**config.mk**
```make
export PLATFORM = sky130hd
export DESIGN_NAME = dtm_channel
export DESIGN_NICKNAME = d
export VERILOG_FILES = /design/src/inc/dtm_pkg.sv /design/src/design/dtm_channel.sv
export SDC_FILE = /design/constraint.sdc
export NUM_CORES = 1
export LEC_CHECK = 0
export BUFFER_PORTS_ARGS = -buffer_cell sky130_fd_sc_hd__buf_2
export CAP_MARGIN = 20
export CORE_MARGIN = 2
export CORE_UTILIZATION = 23
export CTS_CLUSTER_DIAMETER = 60
export DETAILED_ROUTE_END_ITERATION = 16
export HOLD_SLACK_MARGIN = 0.05
export PLACE_DENSITY = 0.37
export SYNTH_ARGS = -nofsm -noshare
export SYNTH_HDL_FRONTEND = slang
export SYNTH_SLANG_ARGS = --single-unit
export TNS_END_PERCENT = 30
```
**constraint.sdc**
```tcl
create_clock -name sys_clk -period 2.8 [get_ports sys_clk]
set_input_delay 0.28 -clock sys_clk [delete_from_list [all_inputs] [get_ports sys_clk]]
set_output_delay 0.28 -clock sys_clk [all_outputs]
set_load 0.02 [all_outputs]
```
**src/inc/dtm_pkg.sv**
```systemverilog
// Constants and types for the DMA channel transfer-mode engine.
// Assumes a single clock domain and a host that writes control words.
package dtm_pkg;
  localparam int DATA_W = 32;
  localparam int FIFO_DEPTH = 32;
  localparam int COUNT_W = 10;
  localparam int TASK_N = 8;
  localparam int TASK_IW = 3;
  localparam int MODE_W = 3;

  // Transfer-mode codes
  localparam logic [2:0] MODE_STOP = 3'h0;
  localparam logic [2:0] MODE_BASIC = 3'h1;
  localparam logic [2:0] MODE_AUTO = 3'h2;
  localparam logic [2:0] MODE_PING = 3'h3;
  localparam logic [2:0] MODE_MEM_SG = 3'h4;
  localparam logic [2:0] MODE_ALT_MEM_SG = 3'h5;
  localparam logic [2:0] MODE_PER_SG = 3'h6;
  localparam logic [2:0] MODE_ALT_PER_SG = 3'h7;

  // Control-word write targets
  localparam logic [1:0] SEL_PRIMARY = 2'h0;
  localparam logic [1:0] SEL_ALTERNATE = 2'h1;
  localparam logic [1:0] SEL_TASK = 2'h2;

  localparam logic [9:0] COUNT_LAST = 10'h000;

  typedef struct packed {
    logic [COUNT_W-1:0] item_count_minus_one;
    logic [MODE_W-1:0] transfer_mode_field;
  } dtm_ctl_t;

  localparam dtm_ctl_t CTL_RESET = '{10'h000, 3'h0};

  typedef enum logic [1:0] {
    DTM_IDLE,
    DTM_PICK,
    DTM_SG_LOAD,
    DTM_RUN
  } dtm_state_t;
endpackage : dtm_pkg

```
**src/design/dtm_channel.sv**
```systemverilog
// DMA channel engine: control structures, transfer-mode sequencer, FIFO.
// Assumes requests and source data come from logic on sys_clk.
`timescale 1ns/1ns

module dtm_fifo #(
  parameter int W = 32,
  parameter int DEPTH = 32
) (
  input wire logic sys_clk,
  input wire logic rst_b,
  input wire logic in_valid,
  input wire logic [W-1:0] in_data,
  output logic in_ready,
  output logic out_valid,
  output logic [W-1:0] out_data,
  input wire logic out_ready
);
  localparam int AW = $clog2(DEPTH);
  localparam logic [AW:0] FULL = (AW+1)'(DEPTH);
  logic [W-1:0] mem [DEPTH];
  logic [AW-1:0] wr_ptr_reg;
  logic [AW-1:0] rd_ptr_reg;
  logic [AW:0] count_reg;
  logic [AW:0] count_next;
  logic push;
  logic pop;

  assign push = in_valid && in_ready;
  assign pop = out_valid && out_ready;
  assign out_valid = count_reg != '0;
  assign out_data = mem[rd_ptr_reg];
  assign count_next = count_reg + {{AW{1'b0}}, push} - {{AW{1'b0}}, pop};

  always_ff @(posedge sys_clk) begin
    if (push) begin
      mem[wr_ptr_reg] <= in_data;
    end
  end

  always_ff @(posedge sys_clk or negedge rst_b) begin
    if (!rst_b) begin
      wr_ptr_reg <= '0;
      rd_ptr_reg <= '0;
      count_reg <= '0;
      in_ready <= 1'b0;
    end else begin
      if (push) begin
        wr_ptr_reg <= wr_ptr_reg + 1'b1;
      end
      if (pop) begin
        rd_ptr_reg <= rd_ptr_reg + 1'b1;
      end
      count_reg <= count_next;
      // Registered so the source sees ready straight from a flop
      in_ready <= count_next != FULL;
    end
  end
endmodule : dtm_fifo

module dtm_channel (
  input wire logic sys_clk,
  input wire logic rst_b,
  input wire logic chan_en,
  input wire logic dma_req,
  input wire logic ctl_wr,
  input wire logic [1:0] ctl_sel,
  input wire logic [dtm_pkg::TASK_IW-1:0] ctl_idx,
  input wire dtm_pkg::dtm_ctl_t ctl_data,
  input wire logic src_valid,
  input wire logic [dtm_pkg::DATA_W-1:0] src_data,
  output logic src_ready,
  output logic dst_valid_reg,
  output logic [dtm_pkg::DATA_W-1:0] dst_data_reg,
  input wire logic dst_ready,
  output logic busy_reg,
  output logic use_alt_reg,
  output logic [dtm_pkg::COUNT_W-1:0] items_left_reg,
  output logic done_reg
);
  dtm_pkg::dtm_state_t state_reg;
  dtm_pkg::dtm_ctl_t prim_reg;
  dtm_pkg::dtm_ctl_t alt_reg;
  dtm_pkg::dtm_ctl_t task_mem [dtm_pkg::TASK_N];
  dtm_pkg::dtm_ctl_t cur_ctl;
  dtm_pkg::dtm_ctl_t task_cur;
  logic run_auto_reg;
  logic sg_active_reg;
  logic [dtm_pkg::TASK_IW-1:0] sg_idx_reg;
  logic credit_reg;
  logic fifo_valid;
  logic [dtm_pkg::DATA_W-1:0] fifo_data;
  logic slot_free;
  logic move;
  logic complete;
  logic pick_consume;
  logic wb_prim;
  logic wb_alt;
  logic sg_copy;
  logic sg_bad;
  logic [2:0] pick_mode;

  dtm_fifo #(.W(dtm_pkg::DATA_W), .DEPTH(dtm_pkg::FIFO_DEPTH)) u_fifo (
    .sys_clk(sys_clk),
    .rst_b(rst_b),
    .in_valid(src_valid),
    .in_data(src_data),
    .in_ready(src_ready),
    .out_valid(fifo_valid),
    .out_data(fifo_data),
    .out_ready(move)
  );

  assign cur_ctl = use_alt_reg ? alt_reg : prim_reg;
  assign task_cur = task_mem[sg_idx_reg];
  assign pick_mode = cur_ctl.transfer_mode_field;
  assign slot_free = !dst_valid_reg || dst_ready;
  // Items move only while running; gated ones need a held request
  assign move = (state_reg == dtm_pkg::DTM_RUN) && fifo_valid && slot_free
      && (run_auto_reg || credit_reg);
  assign complete = move && (items_left_reg == dtm_pkg::COUNT_LAST);
  // A peripheral list refused in the alternate slot drops its request,
  // otherwise the channel would spin between idle and pick for ever
  assign pick_consume = (state_reg == dtm_pkg::DTM_PICK)
      && (pick_mode != dtm_pkg::MODE_BASIC)
      && (pick_mode != dtm_pkg::MODE_PING)
      && !(pick_mode == dtm_pkg::MODE_PER_SG && !use_alt_reg);
  assign sg_bad = (task_cur.transfer_mode_field != dtm_pkg::MODE_ALT_MEM_SG)
      && (task_cur.transfer_mode_field != dtm_pkg::MODE_ALT_PER_SG);
  assign sg_copy = state_reg == dtm_pkg::DTM_SG_LOAD;
  // A finished structure is parked at stop, so ping-pong only returns
  // to it once the host has written it again
  assign wb_prim = (complete && !use_alt_reg)
      || (sg_copy && sg_bad)
      || (complete && sg_active_reg
          && sg_idx_reg == prim_reg.item_count_minus_one[2:0]);
  assign wb_alt = complete && use_alt_reg;

  // Request latch: a request in the consuming cycle is kept
  always_ff @(posedge sys_clk or negedge rst_b) begin
    if (!rst_b) begin
      credit_reg <= 1'b0;
    end else begin
      credit_reg <= dma_req
          || (credit_reg && !(move && !run_auto_reg) && !pick_consume);
    end
  end

  // Hardware write-back takes priority over a host write in the same cycle
  always_ff @(posedge sys_clk or negedge rst_b) begin
    if (!rst_b) begin
      prim_reg <= dtm_pkg::CTL_RESET;
    end else if (wb_prim) begin
      prim_reg.transfer_mode_field <= dtm_pkg::MODE_STOP;
    end else if (ctl_wr && ctl_sel == dtm_pkg::SEL_PRIMARY) begin
      prim_reg <= ctl_data;
    end
  end

  always_ff @(posedge sys_clk or negedge rst_b) begin
    if (!rst_b) begin
      alt_reg <= dtm_pkg::CTL_RESET;
    end else if (sg_copy) begin
      alt_reg <= task_cur;
    end else if (wb_alt) begin
      alt_reg.transfer_mode_field <= dtm_pkg::MODE_STOP;
    end else if (ctl_wr && ctl_sel == dtm_pkg::SEL_ALTERNATE) begin
      alt_reg <= ctl_data;
    end
  end

  always_ff @(posedge sys_clk) begin
    if (ctl_wr && ctl_sel == dtm_pkg::SEL_TASK) begin
      task_mem[ctl_idx] <= ctl_data;
    end
  end

  always_ff @(posedge sys_clk or negedge rst_b) begin
    if (!rst_b) begin
      state_reg <= dtm_pkg::DTM_IDLE;
      use_alt_reg <= 1'b0;
      run_auto_reg <= 1'b0;
      sg_active_reg <= 1'b0;
      sg_idx_reg <= '0;
      items_left_reg <= '0;
    end else begin
      case (state_reg)
        dtm_pkg::DTM_IDLE: begin
          if (chan_en && credit_reg) begin
            state_reg <= dtm_pkg::DTM_PICK;
          end
        end
        dtm_pkg::DTM_PICK: begin
          items_left_reg <= cur_ctl.item_count_minus_one;
          case (pick_mode)
            dtm_pkg::MODE_BASIC, dtm_pkg::MODE_PING: begin
              run_auto_reg <= 1'b0;
              state_reg <= dtm_pkg::DTM_RUN;
            end
            dtm_pkg::MODE_AUTO: begin
              run_auto_reg <= 1'b1;
              state_reg <= dtm_pkg::DTM_RUN;
            end
            dtm_pkg::MODE_MEM_SG, dtm_pkg::MODE_PER_SG: begin
              if (!use_alt_reg) begin
                sg_active_reg <= 1'b1;
                sg_idx_reg <= '0;
                state_reg <= dtm_pkg::DTM_SG_LOAD;
              end else begin
                state_reg <= dtm_pkg::DTM_IDLE;
              end
            end
            default: begin
              state_reg <= dtm_pkg::DTM_IDLE;
            end
          endcase
        end
        dtm_pkg::DTM_SG_LOAD: begin
          use_alt_reg <= 1'b1;
          items_left_reg <= task_cur.item_count_minus_one;
          run_auto_reg <= task_cur.transfer_mode_field
              == dtm_pkg::MODE_ALT_MEM_SG;
          if (sg_bad) begin
            // A task entry with a non-alternate code ends the list
            sg_active_reg <= 1'b0;
            use_alt_reg <= 1'b0;
            state_reg <= dtm_pkg::DTM_IDLE;
          end else begin
            state_reg <= dtm_pkg::DTM_RUN;
          end
        end
        dtm_pkg::DTM_RUN: begin
          if (move) begin
            items_left_reg <= items_left_reg - 1'b1;
          end
          if (complete) begin
            if (sg_active_reg) begin
              if (sg_idx_reg == prim_reg.item_count_minus_one[2:0]) begin
                sg_active_reg <= 1'b0;
                use_alt_reg <= 1'b0;
                state_reg <= dtm_pkg::DTM_IDLE;
              end else begin
                sg_idx_reg <= sg_idx_reg + 1'b1;
                state_reg <= dtm_pkg::DTM_SG_LOAD;
              end
            end else if (pick_mode == dtm_pkg::MODE_PING) begin
              use_alt_reg <= !use_alt_reg;
              state_reg <= dtm_pkg::DTM_PICK;
            end else begin
              state_reg <= dtm_pkg::DTM_IDLE;
            end
          end
        end
        default: begin
          state_reg <= dtm_pkg::DTM_IDLE;
        end
      endcase
    end
  end

  always_ff @(posedge sys_clk or negedge rst_b) begin
    if (!rst_b) begin
      dst_valid_reg <= 1'b0;
      dst_data_reg <= '0;
    end else if (slot_free) begin
      dst_valid_reg <= move;
      if (move) begin
        dst_data_reg <= fifo_data;
      end
    end
  end

  always_ff @(posedge sys_clk or negedge rst_b) begin
    if (!rst_b) begin
      done_reg <= 1'b0;
      busy_reg <= 1'b0;
    end else begin
      done_reg <= complete;
      busy_reg <= state_reg != dtm_pkg::DTM_IDLE;
    end
  end

  // Helper counters for the checks below
  logic [10:0] moved_cnt;
  logic [9:0] loaded_cnt;
  always_ff @(posedge sys_clk or negedge rst_b) begin
    if (!rst_b) begin
      moved_cnt <= '0;
      loaded_cnt <= '0;
    end else if (state_reg != dtm_pkg::DTM_RUN) begin
      // Configured count of the structure about to run
      moved_cnt <= '0;
      loaded_cnt <= sg_copy ? task_cur.item_count_minus_one
          : cur_ctl.item_count_minus_one;
    end else if (move) begin
      moved_cnt <= moved_cnt + 11'h001;
    end
  end
endmodule : dtm_channel

```
==> impl_metrics.yaml, run 1 <==
sta:
  fin_tns_setup_ps: 0
  relSlewSlack: 0.558
  max_slew.worst_pin.slew_ps: 663
  finalHoldViolCount: 0
  skew_ps: 43.1
  slew_violations: 0
  fmax_mhz: 367
  period_minus_slack_ps: 2730
  rsz0062_at_grt: "yes"
  finalCritPeriodShare: 0.974
  setup_viol: 0
  holdWs_ps: 109
critical_path:
  crit_required_ps: 3440
  critPathMaxFanout: 2
  cpMaxStageDelayCell: "or4_4"
  crit_buf_inv: 3
  endpoint_kind: "register"
  criticalPathCategory: "register to register"
  crit_family: "simple AND/OR/NAND/NOR gates"
  worstPathArrival_ps: 3370
  cp_cell_sequence: "inv_2 -> ha_4 -> nor4bb_4 -> or4_4 -> inv_4 -> ha_4 -> inv_2 -> ha_4 -> fa_2 -> a21oi_2 -> nor2_1 -> nor2_1 -> xnor2_1 -> nand4b_1"
  slowest_delay_ps: 530
  cp-start-kind: "register"
  r2r_slack_ps: 70
  worst_path_most_repeated_cell: "ha_4"
global_routing:
  grt_max_degree: 55
  grtUsageTotal: 0.130
  grt-ovfl-total: 0
  grt_pass1_vias: 25200
  grt_pass1_wl_um: 192000
  antenna_found_initial: 9
route:
  avgViaCountPerCell: 4.39
  wl_per_cell_um: 25.3
  ant_nets: 0
  drt_first_pass_iters: 5
  drtIter0Drc: 1753
  drc: 0
  wl_um: 135000
  num_vias: 23500
yosys:
  netlist_top_cells_area: "edfxtp_1, mux4_2, dfrtp_1"
  synthAdderAreaFrac: 0.00548
  yosys_most_used_dff: "edfxtp_1"
  synth_top_family_by_area: "multiplexers"
  synth-simple-area-share: 0.0257
  synthArstFlopShare: 0.0792
  synth_warnings: 0
  muxShareOfSynthArea: 0.147
  synth.distinct_cells: 67
  synth_compound_area_frac: 0.0330
  synth_edf_count: 1128
  synthXorXnorAreaFrac: 0.00242
  yosys.area.top_type: "edfxtp_1"
  synth.yosys.seq_area_share: 0.772
  syn-cell-area_um2: 47000
  syn-instance-count: 2219
  netlist.area_leader.share: 0.721
  syn_nets: 2296
  synth-seq-cells: 1225
  syn_avg_cell_area_um2: 21.2
clocking:
  htreeDepth: 4
  cts-root-buf: "clkbuf_16"
  clk_path_buf_depth: 3
  cts_sinks: 1225
  clkLatencyLatePin_ps: 800
  cts_tree: "built"
  cts_buffers: 147
  path_clk_slew_ps: 50
placement:
  numPortBuffers: 103
  dp_cells: 5020
  dpl.hpwl_um: 78600
  gp_congestion: 0.738
job:
  cap_violations: 0
power_and_ir_drop:
  cellLeakagePower_nw: 18.6
  pwr_density_cell_nw_per_um2: 968
  ir_drop_uv: 728
status:
  status: "finished clean"
die:
  die_area_um2: 208000
  die_w_um: 456
  ios: 104
  initial_utilization: 0.232
  std_cell_rows: 165
  die-height_um: 456
  core_area_um2: 203000
layout:
  nets: 2633
  drive_above_1_share: 0.314
  fin_cells: 5346
  areaGrowthSynthToFinish_pct: 22.9
  largest_reg_flops: 1024
hold_path:
  min_path_type: "input port to async pin"
[cell usage in the layout, fill, tap and decap left out, types with 15 or more instances in the layout]
cell,netlist,routed
clkinv_1,1,25
nor2_1,61,29
o21ai_0,19,19
inv_1,30,26
clkbuf_16,0,148
clkbuf_1,61,31
edfxtp_1,1128,1128
nor2_4,1,33
or4_1,35,34
clkinv_2,0,15
nand2_1,74,73
mux2_2,17,17
o21ai_1,32,32
mux2i_1,23,23
mux4_2,282,282
dfrtp_1,97,94
buf_12,0,48
buf_4,5,100
buf_2,37,102
dlygate4sd3_1,0,54
o22ai_1,131,131
[timing repair]
action                                  in CTS  in global routing
buffers inserted                             5                  0
hold buffers                                54                  0
pin swaps                                    4                  5
endpoints found under the hold margin     1274                  0
gates resized for setup                      9                 10
endpoints found under the setup margin       5                 23
[power breakdown]
group / internal [mW] / switching (mW) / total [mW]
clock: 10.8 / 7.83 / 18.7
combinational: 6.64 / 8.13 / 14.8
sequential: 21.6 / 0.865 / 22.5
total: 39.1 / 16.8 / 55.9
[kinds of logic (layout without fill, tap and decap cells)]
kind of cell,count (synthesis),after routing
AND/OR/NAND/NOR,234,234
flip-flops,1225,1225
XOR/XNOR,13,13
multiplexers,332,332
other,0,2
buffers and inverters,152,605
adder cells (fa/ha/maj),20,20
AO/OA/AOI/OAI,243,243
[routing by layer]
metal  vias to the layer above  global-route usage  part of all wire
li1                       9972                   -                 -
met1                     12800               0.165              0.43
met2                       549               0.223              0.51
met3                       192              0.0278             0.045
met4                         4              0.0335             0.021
met5                         -                   0           0.00020
[cell usage after synthesis, drive strengths merged (5+ instances only)]
library cell,n
a21oi,13
nand4,5
edfxtp,1128
ha,19
a22o,6
or4,36
clkbuf,61
nand2b,5
mux2i,23
nand3b,7
o22ai,131
mux4,282
nor2,62
nor3,9
nand3,7
xnor2,11
or3,5
buf,58
o21ai,51
mux2,27
inv,32
nand2,74
dfrtp,97
a31oi,7
[metrics by stage]
step | area [µm²] | utilization | power [mW] | worst slack (ps)
after global routing | 57800 | 0.285 | 58.6 | -45.3
final | 57800 | 0.285 | 55.9 | 74.0
after global placement | 52300 | 0.258 | 37.6 | -102
after floorplan | 47000 | - | 31.9 | -150
after detailed placement | 52300 | 0.258 | 37.8 | -95.1
after CTS | 57700 | 0.285 | 57.0 | 4.06
[cell type report]
type | instances | area (µm²)
clock buffers | 187 | 3930
multi-input cells | 842 | 10400
repair buffers | 307 | 2800
inverters | 33 | 126
fillers | 20000 | 145000
clock inverters | 78 | 870
diodes | 2 | 5.00
flip-flops and latches | 1225 | 36300
well taps | 2672 | 3340
[final timing paths]
kind,end,depth (start not counted),from
setup / recovery,u_fifo.in_ready$_DFF_PN0_,14,u_fifo.count_reg[2]$_DFF_PN0_
hold / removal,state_reg[1]$_DFFE_PN0P_,2,rst_b
setup reg to reg,u_fifo.in_ready$_DFF_PN0_,14,u_fifo.count_reg[2]$_DFF_PN0_
hold reg to reg,dst_data_reg[19]$_DFFE_PN0P_,2,dst_data_reg[19]$_DFFE_PN0P_
max in group asynchronous,dst_data_reg[23]$_DFFE_PN0P_,3,rst_b
min in group sys_clk,u_fifo.wr_ptr_reg[0]$_DFFE_PN0P_,3,src_valid
Note: power is estimated with default switching activity, not from simulation.
==> inputs of run 2 (changes only) <==
--- a/config.mk
+++ b/config.mk
@@ -5,6 +5,7 @@
 export SDC_FILE = /design/constraint.sdc
 export NUM_CORES = 1
 export LEC_CHECK = 0
+export ABC_AREA = 1
 export BUFFER_PORTS_ARGS = -buffer_cell sky130_fd_sc_hd__buf_2
 export CAP_MARGIN = 20
 export CORE_MARGIN = 2
==> impl_metrics.yaml, run 2 <==
route:
  drc: 0
  drt_first_pass_iters: 7
  ant_nets: 0
  num_vias: 32900
  drtIter0Drc: 2434
  wl_per_cell_um: 23.8
  wl_um: 176000
  avgViaCountPerCell: 4.43
layout:
  fin_cells: 7428
  drive_above_1_share: 0.125
  nets: 4533
  final_cell_mix: "edfxtp_1, nor2_1, nand2_1"
  largest_reg_flops: 1024
  final_common_cell: "edfxtp_1"
  areaGrowthSynthToFinish_pct: 22.6
job:
  cap_violations: 0
critical_path:
  crit_buf_inv: 3
  r2r_slack_ps: 240
  cp-start-kind: "register"
  r2r-end: "u_fifo.in_ready$_DFF_PN0_"
  worstPathArrival_ps: 3200
  worst_path_most_repeated_cell: "ha_1"
  crit_family: "adder cells"
  critPathMaxFanout: 2
  slowest_delay_ps: 370
  cpMaxStageDelayCell: "fa_2"
  r2r_cells: 15
  reg2reg_from: "u_fifo.count_reg[4]$_DFF_PN0_"
  endpoint_kind: "register"
  criticalPathCategory: "register to register"
  cp_cell_sequence: "inv_1 -> ha_1 -> nand4_1 -> nand3_4 -> inv_2 -> ha_1 -> inv_1 -> ha_1 -> fa_2 -> a21oi_1 -> o21ai_0 -> xor2_1 -> nand2_1 -> nor2_1 -> nand2_1"
  crit_required_ps: 3440
placement:
  numPortBuffers: 103
  dp_cells: 7079
  gp_congestion: 0.737
  dpl.hpwl_um: 97400
  place_ws_ps: 156
yosys:
  syn_avg_cell_area_um2: 11.9
  yosys-top-cells-count: "edfxtp_1, nor2_1, nand2_1, o21ai_0, nand3_1"
  syn-instance-count: 4204
  yosys_most_used_dff: "edfxtp_1"
  synth.yosys.seq_area_share: 0.728
  synthArstFlopShare: 0.0792
  yosys.area.top_type: "edfxtp_1"
  synth_edf_count: 1128
  netlist.area_leader.share: 0.680
  yosys.cell_count.top_type: "edfxtp_1"
  syn-cell-area_um2: 49800
  syn_nets: 4281
  netlist_top_cells_area: "edfxtp_1, nor2_1, dfrtp_1"
  synth_warnings: 0
  synth.distinct_cells: 32
  synth-seq-cells: 1225
sta:
  skew_ps: 58.0
  period_minus_slack_ps: 2560
  relSlewSlack: 0.414
  holdWs_ps: 144
  worst_slack_ps: 245
  finalCritPeriodShare: 0.913
  slew_violations: 0
  max_slew.worst_pin.slew_ps: 880
  fmax_mhz: 391
  fin_tns_setup_ps: 0
  finalHoldViolCount: 0
  setup_viol: 0
  rsz0062_at_grt: "no"
power_and_ir_drop:
  pwr_density_cell_nw_per_um2: 1030
  cellLeakagePower_nw: 21.2
  ir_drop_uv: 703
clocking:
  htreeDepth: 4
  cts_buffers: 154
  cts_sinks: 1225
  path_clk_slew_ps: 50
  cts_tree: "built"
  clkLatencyLatePin_ps: 810
  cts-root-buf: "clkbuf_16"
  clk_path_buf_depth: 3
  cts_setup_buffers: 0
die:
  die-height_um: 469
  initial_utilization: 0.232
  core_area_um2: 215000
  ios: 104
  std_cell_rows: 170
  die_area_um2: 220000
  die_w_um: 469
global_routing:
  grtUsageTotal: 0.157
  antenna_found_initial: 17
  grt_pass1_wl_um: 250000
  grt_max_degree: 107
  grt_pass1_vias: 32400
  grt-ovfl-total: 0
hold_path:
  worstHoldStart: "ctl_idx[0]"
  min_path_type: "input port to register"
  holdPathEnd: "task_mem[3][0]$_DFFE_PP_"
  hold-path-cell-count: 4
status:
  status: "finished clean"
==> run 2: cell count changes in the layout (fill, tap and decap cells not counted), sizes merged, moves of 115 or more <==
cell    before  now
nor2        62  878
o22ai      131    0
o21ai       51  474
o211ai       3  118
nand2       74  640
nand3        7  369
mux4       282    0
==> run 2: area by class of cell <==
cell class / count / area (µm²)
tap: 2838 / 3550
timing repair buffer: 343 / 3460
sequential: 1225 / 36300
fill: 22000 / 154000
clock inverter: 65 / 857
clock buffer: 220 / 4320
multi-input combinational: 2641 / 12200
inverter: 91 / 370
antenna: 5 / 12.5
==> run 2: worst min-delay path, stage by stage <==
cell and delay (ps):
buf_2 110, nand2_1 130, nor2_1 90, buf_12 160
==> run 2: metrics by stage <==
stage / power (mW) / instance area, µm² / utilization
finish: 62.7 / 61100 / 0.284
global route: 66.2 / 61100 / 0.284
CTS: 63.7 / 61100 / 0.284
detailed placement: 43.1 / 55300 / 0.257
global placement: 43.2 / 55300 / 0.257
floorplan: 34.5 / 49800 / -
==> run 2: what timing repair did <==
item	4_1_cts	5_1_grt
gates resized for setup	0	1
hold endpoints to repair	1333	0
hold buffers	59	0
setup endpoints to repair	0	1
==> run 2: layer usage <==
metal | GRT usage | wire length, µm
met3 | 0.0257 | 6750
met5 | 0 | 26
met2 | 0.266 | 85900
met4 | 0.0436 | 4300
met1 | 0.207 | 79500
==> run 2: report_power, final <==
part | switching (mW) | internal (mW)
Sequential | 0.754 | 21.6
Clock | 8.24 | 12.1
Combinational | 14.0 | 6.05
Total | 23.0 | 39.7
==> run 2: how the worst max path moves through the flow <==
stage / from / end / slack (ps) / cells past startpoint
2_1_floorplan: u_fifo.in_ready$_DFF_PN0_ / u_fifo.mem[3][0]$_DFFE_PP_ / -550 / 2
3_3_place_gp: u_fifo.count_reg[2]$_DFF_PN0_ / u_fifo.in_ready$_DFF_PN0_ / 60 / 15
3_5_place_dp: u_fifo.count_reg[3]$_DFF_PN0_ / prim_reg[7]$_DFFE_PN0P_ / 160 / 10
4_1_cts: u_fifo.count_reg[3]$_DFF_PN0_ / u_fifo.in_ready$_DFF_PN0_ / 150 / 15
5_1_grt: u_fifo.count_reg[4]$_DFF_PN0_ / u_fifo.in_ready$_DFF_PN0_ / 20 / 15
6_report: u_fifo.count_reg[4]$_DFF_PN0_ / u_fifo.in_ready$_DFF_PN0_ / 240 / 15
==> run 2: cell families after synthesis <==
logic type	Yosys count	synth area share
flip-flops	1225	0.728
adder cells (fa/ha/maj)	20	0.00517
AND/OR/NAND/NOR	1921	0.156
buffers and inverters	338	0.0319
AO/OA/AOI/OAI	684	0.0755
XOR/XNOR	16	0.00281
